==> config.mk <==
export PLATFORM = sky130hd
export DESIGN_NAME = lbm_top
export DESIGN_NICKNAME = d
export VERILOG_FILES = /design/src/core/lbm_top.v /design/src/core/lbm_err_seq.v
export VERILOG_INCLUDE_DIRS = /design/src /design/src/core
export SDC_FILE = /design/constraint.sdc
export NUM_CORES = 1
export LEC_CHECK = 0
export BUFFER_PORTS_ARGS = -buffer_cell sky130_fd_sc_hd__buf_2
export CORE_AREA = 4 4 69 71
export DETAILED_ROUTE_END_ITERATION = 8
export DIE_AREA = 0 0 73 75
export HOLD_SLACK_MARGIN = 0.05
export PLACE_DENSITY = 0.67
export SYNTH_ARGS = -nofsm -noshare
export SYNTH_HDL_FRONTEND = slang
export SYNTH_SLANG_ARGS = --single-unit
==> constraint.sdc <==
create_clock -name clk -period 2.7 [get_ports clk]
set_input_delay 0.135 -clock clk [delete_from_list [all_inputs] [get_ports clk]]
set_output_delay 0.135 -clock clk [all_outputs]
set_load 0.02 [all_outputs]
==> src/core/lbm_regs.vh <==
/*
 * Constants for the local bus mastership and error block: state codes,
 * address field layout and timing counts.
 * Assumes inclusion by bare name from the core/ design files.
 */
`ifndef LBM_REGS_VH
`define LBM_REGS_VH

// ----------------------------------------------------------------------
// address field layout
// ----------------------------------------------------------------------
`define LBM_UPPER_W 5
`define LBM_LOWER_W 2
`define LBM_ADDR_W 7

// ----------------------------------------------------------------------
// transfer mode codes
// ----------------------------------------------------------------------
`define LBM_TM_W 2
`define LBM_TM_OK 2'h0

// ----------------------------------------------------------------------
// master state machine
// ----------------------------------------------------------------------
`define LBM_ST_W 3
`define LBM_ST_IDLE 3'h0
`define LBM_ST_REQ 3'h1
`define LBM_ST_ADDR 3'h2
`define LBM_ST_STRB 3'h3
`define LBM_ST_DONE 3'h4

// ----------------------------------------------------------------------
// error sequencer states
// ----------------------------------------------------------------------
`define LBM_ES_W 2
`define LBM_ES_IDLE 2'h0
`define LBM_ES_ERR 2'h1
`define LBM_ES_RETRY 2'h2
`define LBM_ES_HOLD 2'h3

// ----------------------------------------------------------------------
// timing: address setup before strobe, error release delay
// ----------------------------------------------------------------------
`define LBM_SETUP_NS 8
`define LBM_CLK_NS 4
// setup time rounded up to whole clocks, sized for the counter
`define LBM_SETUP_CYC 2'h2
`define LBM_REL_CYC 2'h2
`define LBM_CNT_W 2
`define LBM_CNT_ZERO 2'h0
`define LBM_CNT_ONE 2'h1

`endif

==> src/core/lbm_top.v <==
/*
 * Local bus side of a backplane controller facing a 16-bit processor:
 * address subset and strobe in both directions, bus mastership request
 * and grant, bus error and relinquish-and-retry signalling.
 * Assumes all inputs synchronous to clk; the pad logic resolves each
 * two-way pin from its output and active-low output enable.
 */
`timescale 1ns/1ns
`include "lbm_regs.vh"

// Summary of operation
// - seven two-way address lines, drive or sample
// - strobe low only after address valid
// - error code in acknowledge raises bus error
// - collision drives bus error and stop together
// - incoming backplane transaction beats local transfer
// - wait for grant sampled low first
// - push-pull request low from requester until grant taken
// - grant acknowledge low once mastership taken
// - stop held until null cycle; error after strobe
module lbm_top (
  input wire clk,
  input wire sys_rst,
  // local bus address pins
  input wire [`LBM_UPPER_W-1:0] upper_local_address_in,
  input wire [`LBM_LOWER_W-1:0] lower_local_address_in,
  output reg [`LBM_UPPER_W-1:0] upper_local_address_out_r,
  output reg [`LBM_LOWER_W-1:0] lower_local_address_out_r,
  output reg local_address_oe_n_r,
  input wire local_address_strobe_in_n,
  output reg local_address_strobe_out_n_r,
  output reg local_address_strobe_oe_n_r,
  // mastership
  output reg bus_request_out_n_r,
  input wire bus_grant_in_n,
  output reg grant_acknowledge_out_n_r,
  // error signalling
  output wire bus_error_out_n_r,
  output wire processor_stop_line_n_r,
  // backplane engine side
  input wire bp_req,
  input wire [`LBM_ADDR_W-1:0] bp_addr,
  input wire bp_access_done,
  output reg bp_granted_r,
  input wire cpu_bp_access,
  input wire ack_cycle,
  input wire [`LBM_TM_W-1:0] transfer_mode_bits,
  input wire incoming_txn,
  input wire attention_null_cycle,
  // processor register access seen by the block
  output reg [`LBM_ADDR_W-1:0] cpu_addr_r,
  output reg cpu_addr_valid_r
);

  reg [`LBM_ST_W-1:0] st_r;
  reg [`LBM_ST_W-1:0] st_nxt;
  reg [`LBM_CNT_W-1:0] cnt_r;
  reg [`LBM_CNT_W-1:0] cnt_nxt;
  reg bus_request_out_n_nxt;
  reg grant_acknowledge_out_n_nxt;
  reg local_address_oe_n_nxt;
  reg local_address_strobe_oe_n_nxt;
  reg local_address_strobe_out_n_nxt;
  reg bp_granted_nxt;
  reg [`LBM_UPPER_W-1:0] upper_local_address_out_nxt;
  reg [`LBM_LOWER_W-1:0] lower_local_address_out_nxt;
  reg cpu_addr_valid_nxt;
  reg [`LBM_ADDR_W-1:0] cpu_addr_nxt;
  wire [`LBM_ADDR_W-1:0] pin_addr;
  genvar bit_i;

  // ----------------------------------------------------------------------
  // pin address assembly, one slice per address pin
  // ----------------------------------------------------------------------
  generate
    for (bit_i = 0; bit_i < `LBM_ADDR_W; bit_i = bit_i + 1) begin : g_pin
      if (bit_i < `LBM_LOWER_W) begin : g_lower
        assign pin_addr[bit_i] = lower_local_address_in[bit_i];
      end else begin : g_upper
        assign pin_addr[bit_i] = upper_local_address_in[bit_i - `LBM_LOWER_W];
      end
    end
  endgenerate

  // ----------------------------------------------------------------------
  // error and retry sequencer
  // ----------------------------------------------------------------------
  lbm_err_seq u_err (
    .clk(clk),
    .sys_rst(sys_rst),
    .cpu_access(cpu_bp_access),
    .ack_cycle(ack_cycle),
    .transfer_mode_bits(transfer_mode_bits),
    .incoming_txn(incoming_txn),
    .attention_null_cycle(attention_null_cycle),
    .strobe_in_n(local_address_strobe_in_n),
    .bus_error_out_n_r(bus_error_out_n_r),
    .processor_stop_line_n_r(processor_stop_line_n_r)
  );

  // ----------------------------------------------------------------------
  // mastership state machine
  // ----------------------------------------------------------------------
  always @* begin
    st_nxt = st_r;
    cnt_nxt = cnt_r;
    case (st_r)
      `LBM_ST_IDLE: begin
        if (bp_req) begin
          st_nxt = `LBM_ST_REQ;
        end
      end
      `LBM_ST_REQ: begin
        // processor must also have finished its own cycle
        if (!bus_grant_in_n && local_address_strobe_in_n) begin
          st_nxt = `LBM_ST_ADDR;
          cnt_nxt = `LBM_SETUP_CYC;
        end
      end
      `LBM_ST_ADDR: begin
        if (cnt_r == `LBM_CNT_ONE) begin
          st_nxt = `LBM_ST_STRB;
        end else begin
          cnt_nxt = cnt_r - `LBM_CNT_ONE;
        end
      end
      `LBM_ST_STRB: begin
        if (bp_access_done) begin
          st_nxt = `LBM_ST_DONE;
        end
      end
      `LBM_ST_DONE: begin
        st_nxt = `LBM_ST_IDLE;
      end
      default: begin
        st_nxt = `LBM_ST_IDLE;
      end
    endcase
  end

  // ----------------------------------------------------------------------
  // registered output next values, decoded from the next state
  // ----------------------------------------------------------------------
  always @* begin
    bus_request_out_n_nxt = 1'b1;
    grant_acknowledge_out_n_nxt = 1'b1;
    local_address_oe_n_nxt = 1'b1;
    local_address_strobe_oe_n_nxt = 1'b1;
    local_address_strobe_out_n_nxt = 1'b1;
    bp_granted_nxt = 1'b0;
    upper_local_address_out_nxt = upper_local_address_out_r;
    lower_local_address_out_nxt = lower_local_address_out_r;
    case (st_nxt)
      `LBM_ST_REQ: begin
        // request held until the grant is sampled low with the strobe idle
        bus_request_out_n_nxt = 1'b0;
      end
      `LBM_ST_ADDR: begin
        grant_acknowledge_out_n_nxt = 1'b0;
        // strobe enable moves with the address so the pin never floats
        local_address_oe_n_nxt = 1'b0;
        local_address_strobe_oe_n_nxt = 1'b0;
        // latched once, on the grant, so it is stable before the strobe
        if (st_r == `LBM_ST_REQ) begin
          upper_local_address_out_nxt = bp_addr[`LBM_ADDR_W-1:`LBM_LOWER_W];
          lower_local_address_out_nxt = bp_addr[`LBM_LOWER_W-1:0];
        end
      end
      `LBM_ST_STRB: begin
        grant_acknowledge_out_n_nxt = 1'b0;
        local_address_oe_n_nxt = 1'b0;
        local_address_strobe_oe_n_nxt = 1'b0;
        // strobe only after the setup count has elapsed
        local_address_strobe_out_n_nxt = 1'b0;
        bp_granted_nxt = 1'b1;
      end
      default: begin
        bus_request_out_n_nxt = 1'b1;
      end
    endcase
    // sample the pins only when we are not the master
    cpu_addr_valid_nxt = !local_address_strobe_in_n && local_address_oe_n_r;
    cpu_addr_nxt = cpu_addr_r;
    if (cpu_addr_valid_nxt) begin
      cpu_addr_nxt = pin_addr;
    end
  end

  always @(posedge clk or posedge sys_rst) begin
    if (sys_rst) begin
      st_r <= `LBM_ST_IDLE;
      cnt_r <= `LBM_CNT_ZERO;
      bus_request_out_n_r <= 1'b1;
      grant_acknowledge_out_n_r <= 1'b1;
      upper_local_address_out_r <= {`LBM_UPPER_W{1'b0}};
      lower_local_address_out_r <= {`LBM_LOWER_W{1'b0}};
      local_address_oe_n_r <= 1'b1;
      local_address_strobe_out_n_r <= 1'b1;
      local_address_strobe_oe_n_r <= 1'b1;
      bp_granted_r <= 1'b0;
    end else begin
      st_r <= st_nxt;
      cnt_r <= cnt_nxt;
      bus_request_out_n_r <= bus_request_out_n_nxt;
      grant_acknowledge_out_n_r <= grant_acknowledge_out_n_nxt;
      local_address_oe_n_r <= local_address_oe_n_nxt;
      local_address_strobe_oe_n_r <= local_address_strobe_oe_n_nxt;
      local_address_strobe_out_n_r <= local_address_strobe_out_n_nxt;
      bp_granted_r <= bp_granted_nxt;
      upper_local_address_out_r <= upper_local_address_out_nxt;
      lower_local_address_out_r <= lower_local_address_out_nxt;
    end
  end

  // ----------------------------------------------------------------------
  // processor side address capture
  // ----------------------------------------------------------------------
  always @(posedge clk or posedge sys_rst) begin
    if (sys_rst) begin
      cpu_addr_r <= {`LBM_ADDR_W{1'b0}};
      cpu_addr_valid_r <= 1'b0;
    end else begin
      cpu_addr_valid_r <= cpu_addr_valid_nxt;
      cpu_addr_r <= cpu_addr_nxt;
    end
  end

endmodule

==> src/core/lbm_err_seq.v <==
/*
 * Error signalling sequencer: drives bus error and stop lines to the
 * processor for plain bus errors and for relinquish-and-retry.
 * Assumes synchronous inputs on one clock, asynchronous high reset.
 */
`timescale 1ns/1ns
`include "lbm_regs.vh"

module lbm_err_seq (
  input wire clk,
  input wire sys_rst,
  input wire cpu_access,
  input wire ack_cycle,
  input wire [`LBM_TM_W-1:0] transfer_mode_bits,
  input wire incoming_txn,
  input wire attention_null_cycle,
  input wire strobe_in_n,
  output reg bus_error_out_n_r,
  output reg processor_stop_line_n_r
);

  reg [`LBM_ES_W-1:0] st_r;
  reg [`LBM_ES_W-1:0] st_nxt;
  reg [`LBM_CNT_W-1:0] cnt_r;
  reg [`LBM_CNT_W-1:0] cnt_nxt;
  reg bus_error_out_n_nxt;
  reg processor_stop_line_n_nxt;
  reg null_seen_r;
  reg null_seen_nxt;

  always @* begin
    st_nxt = st_r;
    cnt_nxt = cnt_r;
    bus_error_out_n_nxt = bus_error_out_n_r;
    processor_stop_line_n_nxt = processor_stop_line_n_r;
    null_seen_nxt = null_seen_r | attention_null_cycle;
    case (st_r)
      `LBM_ES_IDLE: begin
        null_seen_nxt = 1'b0;
        if (cpu_access && incoming_txn) begin
          // incoming traffic wins; processor must back off
          st_nxt = `LBM_ES_RETRY;
          bus_error_out_n_nxt = 1'b0;
          processor_stop_line_n_nxt = 1'b0;
        end else if (cpu_access && ack_cycle && transfer_mode_bits != `LBM_TM_OK) begin
          st_nxt = `LBM_ES_ERR;
          bus_error_out_n_nxt = 1'b0;
        end
      end
      `LBM_ES_ERR: begin
        if (strobe_in_n) begin
          st_nxt = `LBM_ES_IDLE;
          bus_error_out_n_nxt = 1'b1;
        end
      end
      `LBM_ES_RETRY: begin
        if (strobe_in_n) begin
          st_nxt = `LBM_ES_HOLD;
          cnt_nxt = `LBM_REL_CYC;
        end
      end
      `LBM_ES_HOLD: begin
        // short delay after strobe release before dropping bus error
        if (cnt_r != `LBM_CNT_ZERO) begin
          cnt_nxt = cnt_r - `LBM_CNT_ONE;
        end else begin
          bus_error_out_n_nxt = 1'b1;
        end
        // stop held until null cycle; avoids backplane lockup
        if (null_seen_nxt && cnt_r == `LBM_CNT_ZERO) begin
          processor_stop_line_n_nxt = 1'b1;
          st_nxt = `LBM_ES_IDLE;
        end
      end
      default: begin
        st_nxt = `LBM_ES_IDLE;
        bus_error_out_n_nxt = 1'b1;
        processor_stop_line_n_nxt = 1'b1;
      end
    endcase
  end

  always @(posedge clk or posedge sys_rst) begin
    if (sys_rst) begin
      st_r <= `LBM_ES_IDLE;
      cnt_r <= `LBM_CNT_ZERO;
      null_seen_r <= 1'b0;
      bus_error_out_n_r <= 1'b1;
      processor_stop_line_n_r <= 1'b1;
    end else begin
      st_r <= st_nxt;
      cnt_r <= cnt_nxt;
      null_seen_r <= null_seen_nxt;
      bus_error_out_n_r <= bus_error_out_n_nxt;
      processor_stop_line_n_r <= processor_stop_line_n_nxt;
    end
  end

endmodule

==> reports/metrics.yaml, run 1 <==
detailed_routing:
  via_count: 1028
  drt_iter0_drc: 32
  vias_per_cell: 4.76
  wl_per_cell_um: 13.3
  wl_um: 2880
  detail-route-antenna-nets: 0
  dr.pass1.iters: 5
  drc: 0
die:
  initial_core_util_pct: 33.7
  coreArea_sq_um: 4230
  rows: 24
  die_w_um: 73
  io_pins: 49
  die_area_sq_um: 5480
  fp.dieH_um: 75
critical_path:
  path_cells: "nor2b_1 -> mux2_2"
  reg2reg_depth: 2
  critPathMaxStageDelay_ns: 0.54
  cp-start-kind: "register"
  critPathKind: "reg2reg"
  cp.arrival_ns: 1.76
  crit_slowest_cell: "dfstp_2"
  crit_fanout: 8
  required_ns: 2.86
  crit_path_end_kind: "register"
global_routing:
  grt-ovfl-total: 0
  grt_pass1_vias: 1031
  grt_max_degree: 32
  antenna_found_initial: 0
  grt_pass1_wl_um: 4580
  grt.total_usage_pct: 10.9
run:
  maxCapViolCount: 0
hold_path:
  min_path_cells: 2
  hp-class: "in2reg"
final_layout:
  fin_util_pct: 42.8
  nNetsFinal: 191
  nFillCells: 391
  diodes: 0
  layout_common_cells: "48 x buf_2, 26 x dfrtp_1, 14 x mux2_2"
  drive_above_1_share_pct: 52.4
  area.growth.synth_to_final_pct: 27.1
  layout_commonest_cell: "buf_2"
pwr:
  power_frac_seq_pct: 39.7
  peakVddDrop_mv: 0.359
  internal_power_mw: 1.32
  powerDensity_nw_per_um2: 1170
  leakage_nw: 0.845
  switching_power_mw: 0.792
  switching_share_pct: 37.5
  pwr-share-clk_pct: 18.6
  p_comb_share_pct: 41.7
clock_tree:
  cts_setup_buffers: 0
  ctsResizeCount: 0
  cts.sinks: 31
  cts_tree: "done"
  cts_made_buffers: 5
  clockBufferDepth: 2
  cts-root-buf: "clkbuf_8"
  clk_latency_ns: 0.27
  clk_pin_slew_ns: 0.06
  htree_levels: 2
sta:
  maxSlewViolCount: 0
  tns_ns: 0
  fin_crit_ns: 1.61
  fin_crit_sh_pct: 59.6
  slew_headroom_pct: 56.3
  setup_viol: 0
  rsz0062_at_grt: "no"
  finalClockSkew_ns: 0.00504
  fmax_ghz: 0.622
  worst_pin_slew_ns: 0.655
  hold_violations: 0
placed_design:
  port_buffers: 48
  gp_congestion: 0.748
  dp_hpwl_um: 2210
synthesis:
  synth_edf_count: 0
  synth_fp_nets: 140
  synth_ff_type: "dfrtp_1"
  synth.distinct_cells: 36
  mappedNetlistArea_sq_um: 1430
  synth_async_sr_flop_share_pct: 100
  avgSynthCellArea_sq_um: 12.7
  seq_area_frac_synth_pct: 54.8
  ys_warn_count: 0
  synth_cells: 112
  ys_ff_latch: 31
run_status:
  status: "finished clean"
-- logic make-up (layout without fill, tap and decap cells) --
| group | count (synthesis) | after routing | share of synthesized area [%] |
|---|---|---|---|
| flip-flops | 31 | 31 | 54.8 |
| AO/OA/AOI/OAI | 27 | 27 | 13.3 |
| AND/OR/NAND/NOR | 22 | 22 | 12.5 |
| multiplexers | 17 | 17 | 13.2 |
| adder cells (fa/ha/maj) | 2 | 2 | 1.75 |
| buffers and inverters | 13 | 65 | 4.47 |
-- layout make-up --
type | count | area (sq um) | share of cell area [%]
flip-flops and latches | 31 | 782 | 43.1
multi-input cells | 68 | 581 | 32.0
repair buffers | 50 | 258 | 14.2
clock buffers | 8 | 100 | 5.52
well taps | 52 | 65.1 | 3.59
inverters | 7 | 27.5 | 1.52
-- critical path, delay by kind of cell (launching register included) --
kind	cells	cell delay, ns
DFF	1	0.54
and+or+nand+nor	1	0.54
muxes	1	0.41
-- per-layer routing --
| metal | vias to the layer above | wire length, um | track usage [%] |
|---|---|---|---|
| met3 | 0 | 211 | 4.67 |
| met1 | 502 | 1150 | 12.8 |
| met2 | 30 | 1510 | 18.3 |
| met5 | - | 0 | 0 |
| li1 | 496 | - | - |
| met4 | 0 | 0 | 3.07 |
-- power by group through the flow --
| stage | Sequential (mW) | Clock [mW] | Combinational [mW] |
|---|---|---|---|
| after floorplan | 0.965 | 0 | 0.539 |
| after global placement | 0.839 | 0 | 0.857 |
| after detailed placement | 0.852 | 0 | 0.888 |
| after CTS | 0.842 | 0.406 | 0.895 |
| after global routing | 0.872 | 0.427 | 0.965 |
| final | 0.840 | 0.393 | 0.883 |
-- path summary, 6_finish.rpt --
check	slack [ns]	to	from
worst max register to register	1.09	cpu_addr_r[5]$_DFFE_PP0P_	grant_acknowledge_out_n_r$_DFF_PP1_
max in group asynchronous	1.88	bus_request_out_n_r$_DFF_PP1_	sys_rst
worst max-delay path	1.09	cpu_addr_r[5]$_DFFE_PP0P_	grant_acknowledge_out_n_r$_DFF_PP1_
min in group asynchronous	0.49	upper_local_address_out_r[0]$_DFFE_PP0P_	sys_rst
worst min register to register	0.48	u_err.bus_error_out_n_r$_DFFE_PP1P_	u_err.bus_error_out_n_r$_DFFE_PP1P_
worst min-delay path	0.09	upper_local_address_out_r[3]$_DFFE_PP0P_	bp_addr[5]
-- synthesized netlist by cell type, drive strengths merged, types with 2 or more instances --
| cell type | instances | area share (%) |
|---|---|---|
| dfrtp | 26 | 46 |
| mux2 | 14 | 11 |
| a21oi | 7 | 2.5 |
| inv | 6 | 1.6 |
| buf | 5 | 2.3 |
| dfstp | 5 | 9.2 |
| nor2 | 5 | 2.5 |
| o21a | 4 | 2.1 |
| mux2i | 3 | 2.1 |
| nand2b | 3 | 1.3 |
| nor2b | 3 | 1.3 |
| o21ai | 3 | 1.1 |
| a22o | 2 | 1.3 |
| a31oi | 2 | 0.88 |
| ha | 2 | 1.8 |
| nand2 | 2 | 0.53 |
| nand3b | 2 | 1.1 |
| o22a | 2 | 1.2 |
| o22ai | 2 | 0.88 |
-- per-stage QoR --
stage	total power, mW	cell area [sq um]	setup WS, ns	std cells	hold slack [ns]
detailed placement	1.74	1700	1.12	207	0.245
floorplan	1.50	1430	1.35	112	0.235
CTS	2.14	1810	1.11	216	0.0804
global placement	1.70	1700	1.19	207	0.221
finish	2.12	1810	1.09	216	0.0907
global route	2.26	1810	0.997	216	0.0817
-- flip-flops by register name, summed over array words and instances (netlist names) --
signal / count
cpu_addr_r: 7
upper_local_address_out_r: 5
st_r: 3
cnt_r: 2
lower_local_address_out_r: 2
u_err.cnt_r: 2
u_err.st_r: 2
bp_granted_r: 1
bus_request_out_n_r: 1
cpu_addr_valid_r: 1
grant_acknowledge_out_n_r: 1
local_address_strobe_out_n_r: 1
u_err.bus_error_out_n_r: 1
u_err.null_seen_r: 1
u_err.processor_stop_line_n_r: 1
-- what timing repair did --
item                                    4_1_cts  5_1_grt
hold endpoints to repair                     26        0
hold buffers                                  1        0
endpoints found under the setup margin        0        0
Note: power is estimated with default switching activity, not from simulation.
==> run 2: changes to the inputs <==
==> constraint.sdc (replaced) <==
create_clock -name clk -period 1.5 [get_ports clk]
set_input_delay 0.075 -clock clk [delete_from_list [all_inputs] [get_ports clk]]
set_output_delay 0.075 -clock clk [all_outputs]
set_load 0.02 [all_outputs]
==> run 2 against run 1 <==
Largest power group unchanged. Sequential power grew 79%. Maximum frequency grew 18%. Non-clock buffer count up 18. Critical endpoint is now upper_local_address_out_r[0]$_DFFE_PP0P_. Register-to-register slack worse by 0.96 ns. Combinational power increased by 90%. Die area stayed put. Via count up 6.7%. Clock power up 55%. Sequential share of layout area is 3.4 points lower.
==> reports/metrics.yaml, run 2 (synthesis gave the netlist of run 1 again) <==
critical_path:
  critPathKind: "reg2reg"
  r2r_setup_slack_ns: 0.13
  crit_path_end_kind: "register"
  required_ns: 1.66
  cp.arrival_ns: 1.53
  cp-start-kind: "register"
  crit_slowest_cell: "dfrtp_1"
  path_cells: "nand4bb_4 -> nor2_8 -> mux2_2"
  critPathMaxStageDelay_ns: 0.45
  crit_fanout: 8
clock_tree:
  clk_latency_ns: 0.28
  cts_hold_buf: 16
  cts_made_buffers: 5
  cts.sinks: 31
  ctsResizeCount: 0
  htree_levels: 2
  clockBufferDepth: 2
  cts-root-buf: "clkbuf_8"
  clk_pin_slew_ns: 0.06
  cts_tree: "done"
  cts_setup_buffers: 0
placed_design:
  dp_hpwl_um: 2280
  gp_congestion: 0.783
  port_buffers: 48
  dpl_cell_area_sq_um: 1720
  dpl.cell_count: 209
detailed_routing:
  drc: 0
  drt_iter0_drc: 20
  wl_met1_um: 1210
  vias_per_cell: 4.69
  wl_um: 3100
  met3_wirelength_um: 219
  top_layer: "met4"
  detail-route-antenna-nets: 0
  wl_per_cell_um: 13.3
  dr.pass1.iters: 4
  wl_met2_um: 1650
  via_count: 1097
die:
  die_w_um: 73
  rows: 24
  die_area_sq_um: 5480
  coreArea_sq_um: 4230
  initial_core_util_pct: 33.7
  io_pins: 49
  fp.dieH_um: 75
final_layout:
  diodes: 0
  largest-register: "cpu_addr_r"
  layout_common_cells: "48 x buf_2, 26 x dfrtp_1, 17 x dlygate4sd3_1"
  area.growth.synth_to_final_pct: 38.1
  design_area_sq_um: 1970
  stdcell_count: 234
  layout_commonest_cell: "buf_2"
  drive_above_1_share_pct: 47.8
  largest_reg_flops: 7
  fin_util_pct: 46.5
  nNetsFinal: 209
  top_regs: "cpu_addr_r: 7 flops, upper_local_address_out_r: 5 flops, st_r: 3 flops"
sta:
  worst_pin_slew_ns: 0.391
  tns_ns: 0
  slew_headroom_pct: 73.9
  rsz0062_at_grt: "no"
  fin_crit_ns: 1.37
  setup_viol: 0
  fin_hold_ws_ns: 0.131
  fmax_ghz: 0.732
  hold_violations: 0
  maxSlewViolCount: 0
  fin_crit_sh_pct: 91.0
  finalClockSkew_ns: 0.00221
global_routing:
  grt.total_usage_pct: 12.3
  grt_pass1_vias: 1149
  antenna_found_initial: 0
  grt_max_degree: 32
  grt_pass1_wl_um: 5040
  grt-ovfl-total: 0
pwr:
  peakVddDrop_mv: 0.877
  leakage_nw: 0.912
  powerDensity_nw_per_um2: 1920
run:
  maxCapViolCount: 0
run_status:
  status: "finished clean"
hold_path:
  hp-class: "in2reg"
run 2: cell count changes in the layout (fill, tap and decap cells not counted):
cell | before | now
dlygate4sd3_1 | 1 | 17
clkbuf_1 | 1 | 2
clkinv_2 | 1 | 2
buf_4 | 1 | 3
clkbuf_8 | 7 | 5
run 2: through the flow:
stage,setup WS [ns],power [mW]
3_5_place_dp,0.128,3.19
2_1_floorplan,0.151,2.71
4_1_cts,0.119,3.85
6_report,0.134,3.79
3_3_place_gp,0.185,3.09
5_1_grt,0.0176,4.08
run 2: worst max-delay path: cells and delay by family (launching register included):
kind | cells | cell delay [ns]
flops | 1 | 0.45
mux | 1 | 0.35
simple gates | 2 | 0.45
run 2: where the power goes:
group	internal (mW)	leakage (nW)	total (mW)	switching, mW
Clock	0.324	0.0422	0.609	0.285
Combinational	0.780	0.510	1.68	0.904
Sequential	1.24	0.360	1.50	0.261
Total	2.34	0.912	3.79	1.45
run 2: routing by layer:
layer	track usage, %	vias to the layer above
li1	-	535
met1	13.0	524
met2	21.4	36
met3	6.14	2
met4	3.69	0
met5	0	-
run 2: final timing paths:
path                                                     startpoint                                        to  cells past startpoint
worst max-delay path                              st_r[1]$_DFF_PP0_  upper_local_address_out_r[0]$_DFFE_PP0P_                      3
worst min-delay path                                  cpu_bp_access                 u_err.st_r[1]$_DFFE_PP0P_                      3
worst max register to register                    st_r[1]$_DFF_PP0_  upper_local_address_out_r[0]$_DFFE_PP0P_                      3
worst min register to register  u_err.bus_error_out_n_r$_DFFE_PP1P_       u_err.bus_error_out_n_r$_DFFE_PP1P_                      1
max in group asynchronous                                   sys_rst    local_address_strobe_out_n_r$_DFF_PP1_                      4
min in group asynchronous                                   sys_rst                 cpu_addr_r[0]$_DFFE_PP0P_                      4
run 2: area by class of cell:
type | count | area [sq um]
Inverter | 7 | 27.5
Clock inverter | 1 | 5.00
Multi-Input combinational cell | 68 | 581
Fill cell | 386 | 2260
Tap cell | 52 | 65.1
Clock buffer | 7 | 76.3
Timing Repair Buffer | 68 | 433
Sequential cell | 31 | 782
==> run 3: changes to the inputs <==
--- a/config.mk
+++ b/config.mk
@@ -7,11 +7,11 @@
 export NUM_CORES = 1
 export LEC_CHECK = 0
 export BUFFER_PORTS_ARGS = -buffer_cell sky130_fd_sc_hd__buf_2
-export CORE_AREA = 4 4 69 71
+export CORE_AREA = 2 2 52 90
 export DETAILED_ROUTE_END_ITERATION = 8
-export DIE_AREA = 0 0 73 75
+export DIE_AREA = 0 0 54 92
 export HOLD_SLACK_MARGIN = 0.05
-export PLACE_DENSITY = 0.67
+export PLACE_DENSITY = 0.66
 export SYNTH_ARGS = -nofsm -noshare
 export SYNTH_HDL_FRONTEND = slang
 export SYNTH_SLANG_ARGS = --single-unit
==> run 3 against run 2 <==
Clock power grew 7.7%. Clock skew grew 0.0045 ns. Cell area grew 0.32%. Sequential share of layout area shrank 0.13 points. Core utilization shrank 0.82 points. Cell count shrank 0.43%. Combinational power is essentially flat. Critical path type unchanged. Largest cell class unchanged. Highest routed layer unchanged.
==> reports/metrics.yaml, run 3 (synthesis gave the netlist of run 1 again) <==
detailed_routing:
  wl_per_cell_um: 13.4
  vias_per_cell: 4.79
  wl_um: 3120
  detail-route-antenna-nets: 0
  via_count: 1116
  dr.pass1.iters: 3
  drt_iter0_drc: 6
  drc: 0
critical_path:
  critPathMaxStageDelay_ns: 0.36
  crit_fanout: 4
  crit_slowest_cell: "dfrtp_1"
  crit_path_end_kind: "register"
  required_ns: 1.69
  cp.arrival_ns: 1.49
  critPathKind: "reg2reg"
  cp-start-kind: "register"
  path_cells: "inv_1 -> ha_1 -> mux2i_1 -> o22a_1 -> a31oi_1"
run_status:
  status: "finished clean"
sta:
  fin_crit_sh_pct: 87.1
  setup_viol: 0
  rsz0062_at_grt: "no"
  finalClockSkew_ns: 0.00675
  fin_crit_ns: 1.31
  maxSlewViolCount: 0
  slew_headroom_pct: 72.6
  worst_pin_slew_ns: 0.411
  tns_ns: 0
  fmax_ghz: 0.766
  hold_violations: 0
final_layout:
  design_area_sq_um: 1980
  fin_util_pct: 45.7
  stdcell_count: 233
  layout_commonest_cell: "buf_2"
  largest_reg_flops: 7
  nNetsFinal: 209
  layout_common_cells: "48 x buf_2, 26 x dfrtp_1, 16 x dlygate4sd3_1"
  largest-register: "cpu_addr_r"
  area.growth.synth_to_final_pct: 38.5
  nFillCells: 416
  drive_above_1_share_pct: 48.9
  diodes: 0
  top_regs: "cpu_addr_r: 7 flops, upper_local_address_out_r: 5 flops, st_r: 3 flops"
clock_tree:
  htree_levels: 2
  clockBufferDepth: 2
  clk_latency_ns: 0.27
  cts-root-buf: "clkbuf_8"
  clk_pin_slew_ns: 0.06
  cts.sinks: 31
  cts_setup_buffers: 0
  ctsResizeCount: 0
  cts_made_buffers: 5
  cts_tree: "done"
global_routing:
  antenna_found_initial: 0
  grt_pass1_wl_um: 4970
  grt_pass1_vias: 1156
  grt-ovfl-total: 0
  grt_max_degree: 32
  grt.total_usage_pct: 14.0
die:
  initial_core_util_pct: 33.0
  io_pins: 49
  die_w_um: 54
  die_area_sq_um: 4970
  coreArea_sq_um: 4320
  rows: 32
  fp.dieH_um: 92
placed_design:
  gp_congestion: 0.772
  dpl_cell_area_sq_um: 1720
  dpl.cell_count: 209
  dp_hpwl_um: 2220
  port_buffers: 48
pwr:
  switching_share_pct: 37.5
  power.total_mw: 3.84
  p_comb_share_pct: 44.4
  switching_power_mw: 1.44
  powerDensity_nw_per_um2: 1940
  pwr-share-clk_pct: 17.1
  leakage_nw: 0.919
  power_frac_seq_pct: 38.5
  peakVddDrop_mv: 0.792
  internal_power_mw: 2.40
run:
  maxCapViolCount: 0
hold_path:
  hp-class: "in2reg"
-- run 3: cell types whose count changed in the layout (fill, tap and decap cells not counted) --
cell           change
buf_4              +1
clkbuf_8           +1
clkbuf_1           -1
dlygate4sd3_1      -1
-- run 3: power groups by stage --
stage | combinational (mW) | clock [mW] | sequential, mW
finish | 1.70 | 0.656 | 1.48
global route | 1.86 | 0.727 | 1.53
CTS | 1.73 | 0.690 | 1.48
detailed placement | 1.69 | 0 | 1.49
global placement | 1.66 | 0 | 1.48
floorplan | 0.970 | 0 | 1.74
-- run 3: layout make-up --
class	count	area, sq um	share of cell area (%)
sequential	31	782	39.6
multi-input combinational	68	581	29.4
timing repair buffer	68	430	21.8
clock buffer	7	86.3	4.37
tap	51	63.8	3.23
inverter	7	27.5	1.39
clock inverter	1	5.00	0.253
-- run 3: critical path, delay by kind of cell (launching register included) --
| kind | cells | cell delay (ns) |
|---|---|---|
| AOI/OAI and AO/OA | 2 | 0.39 |
| muxes | 1 | 0.12 |
| buffers and inverters | 1 | 0.12 |
| adders and majority gates | 1 | 0.24 |
| DFF | 1 | 0.36 |
-- run 3: final timing paths --
kind                                                startpoint                                   to  slack, ns  cells after the start
max in group asynchronous                              sys_rst  grant_acknowledge_out_n_r$_DFF_PP1_       0.73                      4
min reg2reg                u_err.bus_error_out_n_r$_DFFE_PP1P_  u_err.bus_error_out_n_r$_DFFE_PP1P_       0.49                      1
max reg2reg                               cnt_r[1]$_DFFE_PP0P_                 cnt_r[0]$_DFFE_PP0P_       0.19                      5
min                                             bp_access_done                    st_r[2]$_DFF_PP0_       0.08                      3
min in group asynchronous                              sys_rst            cpu_addr_r[6]$_DFFE_PP0P_       0.43                      4
max                                       cnt_r[1]$_DFFE_PP0P_                 cnt_r[0]$_DFFE_PP0P_       0.19                      5
-- run 3: through the flow --
stage | hold slack (ns) | setup WS (ns)
after floorplan | 0.175 | 0.151
after global placement | 0.176 | 0.196
after detailed placement | 0.181 | 0.192
after CTS | 0.0718 | 0.184
after global routing | 0.0997 | 0.0914
final | 0.0756 | 0.194
-- run 3: layer usage --
layer	track usage, %	part of all wire (%)	up-vias
li1	-	-	530
met1	13.2	34	547
met2	25.8	59	33
met3	3.42	4.1	6
met4	7.29	2.2	0
met5	0	0	-
-- run 3: repair_timing --
| item | 4_1_cts | 5_1_grt |
|---|---|---|
| endpoints found under the hold margin | 41 | 0 |
| endpoints found under the setup margin | 0 | 0 |
| hold buffers | 16 | 0 |
